--- src/hdl/mbaik_pkg.sv ---
// Purpose: Shared constants and types for the bus acknowledge, interrupt and snoop block
// Assumes: Single clock clk_sys at 250 MHz, synchronous active-low reset
// Notes:   Register offsets are word indices on the plain register port
package mbaik_pkg;
   // Acknowledge codes {err, rdy, rty}, all pins active low
   localparam logic [2:0] ACK_IDLE     = 3'h7;
   localparam logic [2:0] ACK_RELRETRY = 3'h6;
   localparam logic [2:0] ACK_VALID    = 3'h5;
   localparam logic [2:0] ACK_RESV     = 3'h4;
   localparam logic [2:0] ACK_BUSERR   = 3'h3;
   localparam logic [2:0] ACK_TIMEOUT  = 3'h2;
   localparam logic [2:0] ACK_UNCORR   = 3'h1;
   localparam logic [2:0] ACK_RETRY    = 3'h0;
   // Interrupt levels
   localparam logic [3:0] IRL_NONE = 4'h0;
   localparam logic [3:0] IRL_NMI  = 4'hf;
   // Register offsets
   localparam logic [3:0] REG_CTRL    = 4'h0;
   localparam logic [3:0] REG_STATUS  = 4'h1;
   localparam logic [3:0] REG_ENABLE  = 4'h2;
   localparam logic [3:0] REG_CLEAR   = 4'h3;
   localparam logic [3:0] REG_ADDR    = 4'h4;
   localparam logic [3:0] REG_CMD     = 4'h5;
   localparam logic [3:0] REG_ACKINFO = 4'h6;
   localparam logic [3:0] REG_SNOOP   = 4'h7;
   // Control register fields
   localparam int CTRL_GO     = 0;
   localparam int CTRL_TRAPEN = 1;
   localparam int CTRL_PIL_LO = 4;
   // Status / enable / clear bit positions
   localparam int EV_DONE  = 0;
   localparam int EV_ERROR = 1;
   localparam int EV_RETRY = 2;
   localparam int EV_IRQ   = 3;
   localparam int EV_NMI   = 4;
   localparam int EV_RESV  = 5;
   localparam int EV_W     = 6;
   // Reset values
   localparam logic [3:0]      PIL_RST  = 4'h0;
   localparam logic [EV_W-1:0] EV_RST   = 6'h00;
   // Retry back-off time and count at 250 MHz
   localparam int CLK_MHZ      = 250;
   localparam int BACKOFF_NS   = 40;
   localparam int BACKOFF_CYC  = (BACKOFF_NS * CLK_MHZ + 999) / 1000;
   typedef enum logic [2:0] {MBAIK_IDLE, MBAIK_REQ, MBAIK_CMD, MBAIK_DATA, MBAIK_WAIT} mbaik_state_e;
endpackage
--- src/hdl/mbaik_ack_decode.sv ---
// Purpose: Decode the three-wire acknowledge into one-hot classes
// Assumes: Pins sampled synchronous to clk_sys
// Notes:   Purely combinational
`timescale 1ns/1ps
module mbaik_ack_decode
   import mbaik_pkg::*;
(
   // Acknowledge pins, active low
   input  wire logic errN,
   input  wire logic rdyN,
   input  wire logic rtyN,
   // Decoded classes
   output logic      isIdle,
   output logic      isRetry,
   output logic      isValid,
   output logic      isError,
   output logic      isResv,
   output logic [1:0] errClass
);
   logic [2:0] code;
   // Classify code
   always_comb begin
      code     = {errN, rdyN, rtyN};
      isIdle   = (code == ACK_IDLE);
      isRetry  = (code == ACK_RELRETRY) || (code == ACK_RETRY);
      isValid  = (code == ACK_VALID);
      isResv   = (code == ACK_RESV);
      isError  = (code == ACK_BUSERR) || (code == ACK_TIMEOUT) || (code == ACK_UNCORR);
      errClass = isError ? (2'h0 - code[1:0]) : 2'h0; // 1 bus, 2 timeout, 3 uncorrectable
   end
endmodule

--- src/hdl/mbaik_core.sv ---
// Purpose: Bus master acknowledge handling, interrupt level intake and snoop responses
// Assumes: All pins synchronous to clk_sys; open-drain pins as in/out/enable triples
// Notes:   One single-beat write transaction per GO; retries reissue it unchanged
// Overview of operation
// - Decode idle, relinquish-retry, valid data acknowledges
// - Low error line gives error classes or retry
// - Level zero means no interrupt pending
// - Level fifteen is nonmaskable, ignores trap disable
// - Levels one to fourteen maskable, fourteen highest
// - Owned block snooped: assert memory inhibit
// - Held block snooped: assert shared low
// - Address strobe low exactly with address word
// - Request bus; start only granted and free
`timescale 1ns/1ps
module mbaik_core
   import mbaik_pkg::*;
(
   // Clock and reset
   input  wire logic        clk_sys,
   input  wire logic        reset_n,
   // Register port
   input  wire logic [3:0]  regAddr,
   input  wire logic [31:0] regWdata,
   input  wire logic        regWr,
   input  wire logic        regRd,
   output logic [31:0]      regRdata,
   output logic             irq,
   // Acknowledge pins
   input  wire logic        errN,
   input  wire logic        rdyNIn,
   output logic             rdyNOut,
   output logic             rdyNOe,
   input  wire logic        rtyN,
   // Command/data lines
   input  wire logic [63:0] madIn,
   output logic [63:0]      madOut,
   output logic             madOe,
   input  wire logic        asNIn,
   output logic             asNOut,
   output logic             asNOe,
   // Arbitration
   output logic             busReqN,
   input  wire logic        grantN,
   input  wire logic        busyNIn,
   output logic             busyNOut,
   output logic             busyNOe,
   // Interrupt and identity
   input  wire logic [3:0]  irqLevel,
   input  wire logic [3:0]  moduleId,
   input  wire logic        write_outstanding_in,
   input  wire logic        controller_attach_select,
   output logic             takeInterrupt,
   output logic [3:0]       takenLevel,
   // Snoop hooks from cache tags
   input  wire logic        snoopOwned,
   input  wire logic        snoopHeld,
   output logic             inhibitNOut,
   output logic             inhibitNOe,
   input  wire logic        inhibitNIn,
   output logic             sharedNOut,
   output logic             sharedNOe,
   input  wire logic        sharedNIn
);
   typedef struct packed {
      mbaik_state_e    st;
      logic [63:0]     addr;
      logic [63:0]     cmd;
      logic            go;
      logic            trapEn;
      logic [3:0]      pil;
      logic [EV_W-1:0] status;
      logic [EV_W-1:0] enable;
      logic [1:0]      lastErr;
      logic [7:0]      retries;
      logic [7:0]      backoff;
      logic            inh;
      logic            shr;
      logic            take;
      logic [3:0]      lvl;
      logic [31:0]     rdata;
   } mbaik_state_s;

   mbaik_state_s cur_ff, nxt_cur;
   logic isIdle, isRetry, isValid, isError, isResv;
   logic [1:0] errClass;
   logic [EV_W-1:0] evSet;

   ////////////////////////////////////////////////////////////////////////////////
   // Acknowledge decoder
   mbaik_ack_decode uDec (
      .errN     (errN),
      .rdyN     (rdyNIn),
      .rtyN     (rtyN),
      .isIdle   (isIdle),
      .isRetry  (isRetry),
      .isValid  (isValid),
      .isError  (isError),
      .isResv   (isResv),
      .errClass (errClass)
   );

   // Level interpretation: zero none, fifteen nonmaskable, else above processor level
   function automatic logic irqWins(input logic [3:0] lvl, input logic en, input logic [3:0] pil);
      irqWins = (lvl == IRL_NMI) || (en && (lvl != IRL_NONE) && (lvl > pil));
   endfunction

   // Register read mux
   function automatic logic [31:0] rdMux(input logic [3:0] a, input mbaik_state_s s,
                                         input logic [3:0] mid, input logic wp, input logic ca);
      case (a)
         REG_CTRL:    rdMux = {24'h0, s.pil, 2'h0, s.trapEn, s.go};
         REG_STATUS:  rdMux = {26'h0, s.status};
         REG_ENABLE:  rdMux = {26'h0, s.enable};
         REG_ADDR:    rdMux = s.addr[31:0];
         REG_CMD:     rdMux = s.cmd[31:0];
         REG_ACKINFO: rdMux = {s.retries, 8'h0, 2'h0, ca, ~wp, mid, 6'h0, s.lastErr};
         REG_SNOOP:   rdMux = {28'h0, ~sharedNIn, ~inhibitNIn, s.shr, s.inh};
         default:     rdMux = 32'h0;
      endcase
   endfunction

   ////////////////////////////////////////////////////////////////////////////////
   // Next-state logic
   always_comb begin
      nxt_cur = cur_ff;
      evSet   = '0;
      nxt_cur.rdata = regRd ? rdMux(regAddr, cur_ff, moduleId, write_outstanding_in,
                                    controller_attach_select) : 32'h0;
      // Software writes
      if (regWr) begin
         case (regAddr)
            REG_CTRL: begin
               if (regWdata[CTRL_GO] && cur_ff.st == MBAIK_IDLE) begin
                  nxt_cur.go = 1'b1;
               end
               nxt_cur.trapEn = regWdata[CTRL_TRAPEN];
               nxt_cur.pil    = regWdata[CTRL_PIL_LO +: 4];
            end
            REG_ENABLE: nxt_cur.enable = regWdata[EV_W-1:0];
            REG_CLEAR:  nxt_cur.status = cur_ff.status & ~regWdata[EV_W-1:0];
            REG_ADDR:   nxt_cur.addr = {32'h0, regWdata};
            REG_CMD:    nxt_cur.cmd  = {32'h0, regWdata};
            default: begin
            end
         endcase
      end
      // Interrupt intake
      nxt_cur.take = irqWins(irqLevel, cur_ff.trapEn, cur_ff.pil);
      nxt_cur.lvl  = irqLevel;
      if (irqLevel == IRL_NMI) begin
         evSet[EV_NMI] = 1'b1;
      end else if (irqWins(irqLevel, cur_ff.trapEn, cur_ff.pil)) begin
         evSet[EV_IRQ] = 1'b1;
      end
      // Snoop responses, one cycle after the hit
      nxt_cur.inh = snoopOwned;
      nxt_cur.shr = snoopHeld;
      // Master sequence
      case (cur_ff.st)
         MBAIK_IDLE: begin
            if (cur_ff.go) begin
               nxt_cur.st = MBAIK_REQ;
            end
         end
         MBAIK_REQ: begin
            if (!grantN && busyNIn) begin
               nxt_cur.st = MBAIK_CMD;
            end
         end
         MBAIK_CMD: nxt_cur.st = MBAIK_DATA;
         MBAIK_DATA: begin
            if (isValid) begin
               nxt_cur.st = MBAIK_IDLE;
               nxt_cur.go = 1'b0;
               evSet[EV_DONE] = 1'b1;
            end else if (isRetry) begin
               nxt_cur.st      = MBAIK_WAIT;
               nxt_cur.backoff = 8'(BACKOFF_CYC);
               nxt_cur.retries = cur_ff.retries + 8'h1;
               evSet[EV_RETRY] = 1'b1;
            end else if (isError) begin
               nxt_cur.st      = MBAIK_IDLE;
               nxt_cur.go      = 1'b0;
               nxt_cur.lastErr = errClass;
               evSet[EV_ERROR] = 1'b1;
            end else if (isResv) begin
               evSet[EV_RESV] = 1'b1;
            end
         end
         MBAIK_WAIT: begin
            if (cur_ff.backoff <= 8'h1) begin
               nxt_cur.st = MBAIK_REQ;
            end else begin
               nxt_cur.backoff = cur_ff.backoff - 8'h1;
            end
         end
         default: nxt_cur.st = MBAIK_IDLE;
      endcase
      // Set wins over clear
      nxt_cur.status = nxt_cur.status | evSet;
   end

   ////////////////////////////////////////////////////////////////////////////////
   // State register
   always_ff @(posedge clk_sys) begin
      if (!reset_n) begin
         cur_ff <= '{st: MBAIK_IDLE, pil: PIL_RST, status: EV_RST, enable: EV_RST, default: '0};
      end else begin
         cur_ff <= nxt_cur;
      end
   end

   ////////////////////////////////////////////////////////////////////////////////
   // Outputs
   assign regRdata      = cur_ff.rdata;
   assign irq           = |(cur_ff.status & cur_ff.enable);
   assign takeInterrupt = cur_ff.take;
   assign takenLevel    = cur_ff.lvl;
   assign busReqN       = !(cur_ff.st == MBAIK_REQ);
   assign asNOut        = 1'b0;
   assign asNOe         = (cur_ff.st == MBAIK_CMD);
   assign madOe         = (cur_ff.st == MBAIK_CMD) || (cur_ff.st == MBAIK_DATA);
   assign madOut        = (cur_ff.st == MBAIK_CMD) ? cur_ff.addr : cur_ff.cmd;
   assign busyNOut      = 1'b0;
   assign busyNOe       = (cur_ff.st == MBAIK_CMD) || (cur_ff.st == MBAIK_DATA);
   assign rdyNOut       = 1'b1;
   assign rdyNOe        = 1'b0;
   assign inhibitNOut   = 1'b0;
   assign inhibitNOe    = cur_ff.inh;
   assign sharedNOut    = 1'b0;
   assign sharedNOe     = cur_ff.shr;
endmodule

--- config.mk ---
export PLATFORM = sky130hd
export DESIGN_NAME = mbaik_core
export DESIGN_NICKNAME = d
export VERILOG_FILES = /design/src/hdl/mbaik_pkg.sv /design/src/hdl/mbaik_ack_decode.sv /design/src/hdl/mbaik_core.sv
export SDC_FILE = /design/constraint.sdc
export NUM_CORES = 1
export LEC_CHECK = 0
export BUFFER_PORTS_ARGS = -buffer_cell sky130_fd_sc_hd__buf_2
export CORE_UTILIZATION = 30
export CTS_CLUSTER_SIZE = 8
export DETAILED_ROUTE_END_ITERATION = 8
export SYNTH_ARGS = -nofsm -noshare
export SYNTH_HDL_FRONTEND = slang
export SYNTH_HIERARCHICAL = 1
export SYNTH_SLANG_ARGS = --single-unit
--- constraint.sdc ---
create_clock -name clk_sys -period 5.23 [get_ports clk_sys]
set_clock_uncertainty 0.05 [all_clocks]
set_input_delay 0.523 -clock clk_sys [delete_from_list [all_inputs] [get_ports clk_sys]]
set_output_delay 0.523 -clock clk_sys [all_outputs]
set_load 0.1 [all_outputs]
Word-level counts from Yosys, hierarchy flattened
Cells that the tools add are included.
- $lt $le $gt $ge: 2
- bitwise gates (word level): 9
- add/sub/neg operators: 3
- reduce and logical (&&, ||, !) cells: 26
- eq/ne operators: 25
- mux-type cells: 36
- operators by type and width (cell ; number):
    32-bit case mux with 7 select lines ; 1
    32-bit two-way mux ; 1
    8-bit two-way mux ; 3
    3-bit two-way mux ; 7
    18-bit two-way mux ; 1
    6-bit two-way mux ; 3
    1-bit two-way mux ; 17
    4-bit by 3-bit == test with 1-bit output (second input constant) ; 4
    8-bit case mux with 2 select lines ; 1
    3-bit case mux with 5 select lines ; 1
    6-bit AND ; 2
    3-bit by 2-bit == test with 1-bit output (second input constant) ; 4
    3-bit == test (second input constant) ; 4
    2-bit != test (second input constant) ; 6
    4-bit AND reduction ; 3
    2-bit AND reduction ; 5
    8-bit by 1-bit adder with 8-bit output (second input constant) ; 1
    4-bit by 2-bit == test with 1-bit output (second input constant) ; 2
    8-bit by 1-bit less-or-equal comparator with 1-bit output (second input constant) ; 1
    8-bit by 1-bit subtractor with 8-bit output (second input constant) ; 1
    3-bit by 1-bit == test with 1-bit output (second input constant) ; 2
    3-bit zero test ; 2
    6-bit NOT ; 1
    6-bit bitwise OR ; 1
    15 further kinds ; 27
- register bits: 142
- output and inout bits: 114

Depth between registers and ports, before layout
Gate-level depths: netlist of the first run.
- word-level depth: 9
- mapped depth: 8
- mapped depth without buffers: 8

Cells and area by module
Netlist of the first run, hierarchy kept.
- by module, submodules not included (module ; area each (um^2) ; instances ; cells an instance):
    mbaik_core ; 6586.3 ; 1 ; 771
    mbaik_ack_decode ; 115.1 ; 1 ; 14

Least setup slack after synthesis of the first run
Ideal clock, no wire load.
- path type: reg2out
- start: register cur_ff[204] (netlist name)
- end: output port madOe
- stages on the path, launching flop included: 5
- slack: 2301 ps
- required time: 4657 ps
- data arrival time: 2356 ps
- path buffers: 2
- path through: dfxtp_1 > buf_2 > inv_1 > nor2_1 > buf_4
- cells in the longest elaborated chain, start to end: 2
- elaborated cells between the ends (all ways): 3
- those cells by class: eq/ne (2); reduce/logical (1)
- ends and longest elaborated chain (what ; RTL line ; RTL):
    from (decl) ; mbaik_core.sv:83 ; mbaik_state_s cur_ff, nxt_cur;
    from (signal assigned) ; mbaik_core.sv:209 ; cur_ff <= nxt_cur;
    3-bit by 2-bit == test with 1-bit output ; n/a ;
    1-bit logical OR (*) ; n/a ;
    to (decl) ; mbaik_core.sv:37 ; output logic madOe,
Mark *: on every way between the ends. The rest lies on a longest branch, timed or not.

Worst setup path in the final report of the first run
- start: input port regAddr[2]
- end: register cur_ff[142] (netlist name)
- cells in the longest elaborated chain, start to end: 2
- ends and longest elaborated chain (what ; RTL line ; RTL):
    from (decl) ; mbaik_core.sv:22 ; input wire logic [3:0] regAddr,
    4-bit by 3-bit == test with 1-bit output ; mbaik_core.sv:131 ; case (regAddr)
    2-bit AND reduction (no source line) ; n/a ;
Every way passes these cells.
A chain may end at the register's enable or synchronous reset.

==> results of run 1 <==
[final timing paths]
check,to,slack (ns),cells past startpoint
setup / recovery,cur_ff[142],2.39,6
hold / removal,sharedNOe,0.26,2
setup reg to reg,cur_ff[44],3.11,4
hold reg to reg,cur_ff[55],0.41,2
[cell type report]
cell class | instances | area, um2
fill | 2256 | 14060
multi-input combinational | 537 | 3179
sequential | 142 | 2843
timing repair buffer | 144 | 745.7
clock buffer | 19 | 452.9
tap | 280 | 350.3
clock inverter | 11 | 142.6
inverter | 14 | 52.55
[registers in the layout (all words and copies together) (netlist names)]
signal	cells
inhibitNOe	1
sharedNOe	1
regRdata	32
cur_ff	103
takeInterrupt	1
takenLevel	4
[per-stage QoR]
stage,hold WS (ns),power [uW]
floorplan,0.3838,1382
global placement,0.4011,1418
detailed placement,0.4078,1420
CTS,0.2424,2660
global route,0.2566,2720
finish,0.2570,2632
[layer usage]
| layer | track usage [%] | vias to the layer above | part of all wire [%] |
|---|---|---|---|
| li1 | - | 2728 | - |
| met1 | 20.11 | 2618 | 44 |
| met2 | 25.75 | 159 | 48 |
| met3 | 4.006 | 18 | 6.7 |
| met4 | 5.450 | 2 | 1.1 |
| met5 | 0 | - | 0.051 |
[report_power, final]
part | switching (uW) | internal, uW | leakage (uW) | total (uW)
registers | 7.14 | 1090 | 0.00115 | 1100
logic | 249 | 46.6 | 0.00177 | 295
clock network | 470 | 767 | 0.000279 | 1240
total | 725 | 1910 | 0.00320 | 2630
[worst max-delay path: stages]
cell                      delay (ns)
sky130_fd_sc_hd__buf_2          0.30
sky130_fd_sc_hd__nor4b_4        0.97
sky130_fd_sc_hd__nand2_1        0.69
sky130_fd_sc_hd__buf_4          0.41
sky130_fd_sc_hd__nand2_1        0.09
sky130_fd_sc_hd__a21oi_1        0.06
[cells in the final DEF, fill, tap and decap left out, drive strengths merged, types with 3 or more instances in the layout]
| cell type | instances |
|---|---|
| nand2 | 152 |
| buf | 144 |
| dfxtp | 142 |
| a21oi | 79 |
| nor2 | 59 |
| conb | 38 |
| mux2 | 35 |
| a22oi | 20 |
| clkbuf | 19 |
| a222oi | 15 |
| inv | 14 |
| nand3 | 12 |
| mux2i | 12 |
| ha | 11 |
| and2 | 10 |
| nor3 | 8 |
| nor2b | 7 |
| xor2 | 6 |
| nor4 | 5 |
| clkinvlp | 5 |
| nor3b | 4 |
| nand4 | 4 |
| a21bo | 4 |
| a311oi | 4 |
| o21ai | 3 |
| and4 | 3 |
| and3 | 3 |
| a221oi | 3 |
| clkinv | 3 |
| bufinv | 3 |
==> key figures, run 1 <==
STA
  – Slew headroom: 18.56%
  – Unrepaired setup endpoints after global routing: false
  – # setup viols final: 0
  – Worst path setup slack after routing: 2.392 ns
  – Number of max-slew violations in the final report: 0
  – Ratio of final minimum period to clock period: 54.26%
  – Setup total negative slack: 0 ns
  – Final-report hold violation count: 0
  – Maximum clock rate: 352.4 MHz
  – Final period demand of the worst path: 2.838 ns
  – Measured slew at the worst slew-check pin: 1.205 ns

Clocking
  – Clock root buffer: sky130_fd_sc_hd__clkbuf_16
  – Post-cts resize count: 0
  – TritonCTS clock tree: done
  – Num CTS Buffers: 17
  – H-Tree Level Count: 4
  – Number of sinks handled by clock tree synthesis: 142
  – Number of buffers inserted by hold repair at cts: 0
  – Max clock buf depth: 2
  – Clock-pin transition on the worst setup and hold timing paths: 0.06 ns
  – Clock latency on the worst-skew pair: 0.42 ns
  – Setup bufs post-CTS: 0

Floorplanning
  – DIE AREA: 0.02291 mm2
  – Rows: 54
  – Die X: 151.4 um
  – Core Box Area: 0.02182 mm2
  – Die Height: 151.4 um
  – Number of placed I/O pins: 238
  – Initial Util: 30.67%

Synth
  – Average cell area after synthesis: 8.538 um2
  – Synth warn: 6
  – Cell count after synthesis: 784
  – Post-synthesis instance area: 0.006694 mm2

Drt
  – Violation count after the first detailed-route iteration: 440
  – Post-detailed-route count of antenna-violating nets: 0
  – Total detailed-routing wirelength: 17.77 mm
  – Total via count in the routed design: 5,525
  – Post-detailed-route wirelength per cell: 15.49 um
  – DRC: 0
  – Count of TritonRoute iterations in the first routing pass: 8
  – Vias per Instance: 4.817

Global routing
  – Gr ovfl total: 0
  – Wire length of the first global-routing pass: 27.30 mm
  – Vias in the first global route: 5,068
  – Pin count of the biggest net entering global routing: 63
  – Initial antenna violation count: 1
  – Combined global-route utilization of all metal layers: 15.81%

Worst setup path
  – CP Class: input pin to register
  – Worst path required time: 5.45 ns
  – Critical path peak fanout: 18
  – Arrival time at the worst endpoint: 3.06 ns
  – Critical Path Start: regAddr[2]
  – R2r startpoint: cur_ff[205]
  – Nature of the critical path endpoint: register
  – CP Launch Type: input pin

Cells and area
  – Fraction of the core area covered by cells at the end of the flow: 35.59%
  – Post-Layout Inst Area: 0.007766 mm2
  – Final cell count without fillers: 1,147
  – Nets@finish: 991
  – Number of antenna diodes: 0
  – Layout cells sized above 1: 26.18%
  – Synthesis-to-finish area growth: 16.02%

Outcome
  – Result of the run: complete, no violations

Place
  – Final weighted congestion of routability-driven global placement: 0.7890
  – Dpl cell area: 0.007171 mm2
  – Hpwl dp: 11.77 mm
  – I/O Buffers: 134
  – Post-placement setup slack: 1.827 ns
  – Cell count after placement: 1,117

Job
  – Count of maximum capacitance violations: 0

Power and ir drop
  – Pwr/cell area: 338.9 mW/mm2
  – Worst supply voltage drop on vdd: 178.1 uV
  – Total leakage power: 0.003198 uW

Worst hold path
  – Start point of the worst hold path: snoopHeld
  – Worst min-delay path category: input pin to register
No activity file was read; power rests on OpenSTA's default activity.
==> run 2, diff against run 1 <==
Settings changed: ABC_AREA set to 1.
Clock period 5.23 ns to 2.6 ns, I/O delays scaled along.
==> key figures, run 2 <==
Worst setup path
  – CP Class: register to output pin (was input pin to register)
  – Worst path required time: 2.29 ns (was 5.45 ns)
  – Nature of the critical path endpoint: output pin (was register)
  – Depth of the worst register-to-register path: 11 (was 4)
  – Arrival time at the worst endpoint: 2.16 ns (was 3.06 ns)
  – Critical path peak fanout: 37 (was 18)
  – CP Launch Type: register (was input pin)

Drt
  – Count of TritonRoute iterations in the first routing pass: 5 (was 8)
  – Post-detailed-route wirelength per cell: 13.63 um (was 15.49 um)
  – DRC: 0 (unchanged)
  – Violation count after the first detailed-route iteration: 326 (was 440)
  – Vias per Instance: 4.533 (was 4.817)
  – Total via count in the routed design: 6,110 (was 5,525)
  – Total detailed-routing wirelength: 18.37 mm (was 17.77 mm)
  – Post-detailed-route count of antenna-violating nets: 0 (unchanged)

Synth
  – Average cell area after synthesis: 7.106 um2 (was 8.538 um2)
  – Synth warn: 6 (unchanged)
  – Post-synthesis instance area: 0.006864 mm2 (was 0.006694 mm2)
  – Cell count after synthesis: 966 (was 784)

Clocking
  – Clock-pin transition on the worst setup and hold timing paths: 0.06 ns (about the same)
  – Num CTS Buffers: 17 (unchanged)
  – H-Tree Level Count: 4 (unchanged)
  – Clock latency on the worst-skew pair: 0.43 ns (was 0.42 ns)
  – TritonCTS clock tree: done (unchanged)
  – Setup bufs post-CTS: 0 (unchanged)
  – Clock root buffer: sky130_fd_sc_hd__clkbuf_16 (unchanged)
  – Max clock buf depth: 2 (unchanged)
  – Number of sinks handled by clock tree synthesis: 142 (unchanged)

STA
  – Measured slew at the worst slew-check pin: 0.9093 ns (was 1.205 ns)
  – Final-report hold violation count: 0 (unchanged)
  – WHS: 0.02331 ns (was 0.2570 ns)
  – Number of max-slew violations in the final report: 0 (unchanged)
  – Ratio of final minimum period to clock period: 94.85%
  – Slew headroom: 39.17% (was 18.56%)
  – # setup viols final: 0 (unchanged)
  – Final period demand of the worst path: 2.466 ns
  – Maximum clock rate: 405.5 MHz
  – Unrepaired setup endpoints after global routing: false (unchanged)

Floorplanning
  – Core Box Area: 0.02216 mm2 (was 0.02182 mm2)
  – DIE AREA: 0.02349 mm2 (was 0.02291 mm2)
  – Die X: 153.3 um (was 151.4 um)
  – Initial Util: 30.97% (was 30.67%)
  – Die Height: 153.3 um (was 151.4 um)
  – Number of placed I/O pins: 238 (unchanged)
  – Rows: 54 (unchanged)

Cells and area
  – Synthesis-to-finish area growth: 20.03% (was 16.02%)
  – Register with the most flip-flops: cur_ff (unchanged)
  – Multi-input logic area: 0.002922 mm2 (was 0.003179 mm2)
  – Commonest non-fill, non-tap cell in the layout: sky130_fd_sc_hd__nand2_1 (unchanged)
  – FF+latch area: 0.002843 mm2 (unchanged)
  – Fill cells: 2,353 (was 2,256)
  – Nets@finish: 1,188 (was 991)
  – Final cell count without fillers: 1,348 (was 1,147)
  – Highest-count cells in the layout ignoring fill and taps: 183 x sky130_fd_sc_hd__nand2_1, 142 x sky130_fd_sc_hd__dfxtp_1, 127 x sky130_fd_sc_hd__inv_1, 117 x sky130_fd_sc_hd__buf_2, 108 x sky130_fd_sc_hd__a21oi_1 (was 152 x sky130_fd_sc_hd__nand2_1, 142 x sky130_fd_sc_hd__dfxtp_1, 134 x sky130_fd_sc_hd__buf_2, 79 x sky130_fd_sc_hd__a21oi_1, 59 x sky130_fd_sc_hd__nor2_1)
  – Flip-flop count of the largest register after layout: 103 (unchanged)
  – Layout cells sized above 1: 18.39% (was 26.18%)
  – Fraction of the core area covered by cells at the end of the flow: 37.18% (was 35.59%)

Place
  – I/O Buffers: 134 (unchanged)
  – Cell count after placement: 1,311 (was 1,117)
  – Final weighted congestion of routability-driven global placement: 0.8079 (was 0.7890)
  – Hpwl dp: 12.90 mm (was 11.77 mm)

Power and ir drop
  – Int Pwr: 4083 uW (was 1906 uW)
  – Pwr/cell area: 750.1 mW/mm2 (was 338.9 mW/mm2)
  – Portion of total power attributed to combinational logic: 20.8% (was 11.2%)
  – Share of power burned in the clock network: 42.8% (was 47.0%)
  – Switching power as a share of total power: 33.94% (was 27.56%)
  – Worst supply voltage drop on vdd: 430.9 uV (was 178.1 uV)
  – Total net switching power: 2097 uW (was 725.4 uW)
  – Part of the power in registers: 36.4% (was 41.8%)
  – Total leakage power: 0.003583 uW (was 0.003198 uW)

Outcome
  – Result of the run: complete, no violations (unchanged)

Global routing
  – Wire length of the first global-routing pass: 29.12 mm (was 27.30 mm)
  – Gr ovfl total: 0 (unchanged)
  – Pin count of the biggest net entering global routing: 55 (was 63)
  – Combined global-route utilization of all metal layers: 15.88% (was 15.81%)
  – Initial antenna violation count: 2 (was 1)
  – Vias in the first global route: 5,588 (was 5,068)

Worst hold path
  – Worst min-delay path category: input pin to register (unchanged)
  – Hold path cells: 3 (was 2)

Job
  – Count of maximum capacitance violations: 0 (unchanged)
-- run 2: worst paths after layout --
path / start / slack (ns) / to
max: cur_ff[205] / 0.13 / madOut[31]
min: irqLevel[3] / 0.02 / takenLevel[3]
max reg2reg: cur_ff[39] / 0.90 / cur_ff[39]
min reg2reg: cur_ff[158] / 0.41 / cur_ff[158]
-- run 2: power by group through the flow --
stage / clock network, uW / logic [uW] / registers (uW)
floorplan: 0 / 1040 / 2310
global placement: 0 / 1280 / 2300
detailed placement: 0 / 1280 / 2300
CTS: 2690 / 1290 / 2250
global route: 2780 / 1370 / 2260
finish: 2640 / 1280 / 2250
-- run 2: repair_timing --
action,CTS,global route
endpoints found under the setup margin,0,11
gates resized for setup,0,12
hold buffers,3,0
hold endpoints to repair,3,0
-- run 2: per-stage QoR --
stage / setup WS (ns) / cell area [um2] / power (uW) / setup TNS [ns]
floorplan: -0.6186 / 7010 / 3348 / -16.05
global placement: 0.4861 / 7547 / 3575 / 0
detailed placement: 0.5114 / 7547 / 3582 / 0
CTS: 0.03263 / 8214 / 6230 / 0
global route: 0.009444 / 8234 / 6414 / 0
finish: 0.1339 / 8239 / 6180 / 0
-- run 2: area by class of cell --
type / count / area share (%)
inverters: 133 / 6.059
well taps: 280 / 4.252
multi-input cells: 610 / 35.46
clock inverters: 15 / 2.566
diodes: 2 / 0.06074
flip-flops and latches: 142 / 34.50
clock buffers: 17 / 5.163
repair buffers: 149 / 11.94
-- run 2: worst max-delay path, stage by stage (launching register included) --
cell and delay (ns):
sky130_fd_sc_hd__dfxtp_1 0.40, sky130_fd_sc_hd__inv_1 0.14, sky130_fd_sc_hd__nand3_2 0.17, sky130_fd_sc_hd__buf_12 0.22, sky130_fd_sc_hd__buf_12 0.20, sky130_fd_sc_hd__nand2_1 0.08
sky130_fd_sc_hd__o21ai_2 0.05, sky130_fd_sc_hd__buf_2 0.44
-- run 2: metal layers --
metal  wire [um]  share of wire (%)  vias up  GRT usage [%]
li1            -                  -     3177              -
met4         420                2.3        0          6.830
met2        8482                 46      155          25.64
met5           0                  0        -              0
met1        8576                 47     2749          19.99
met3         891                4.9       29          4.026
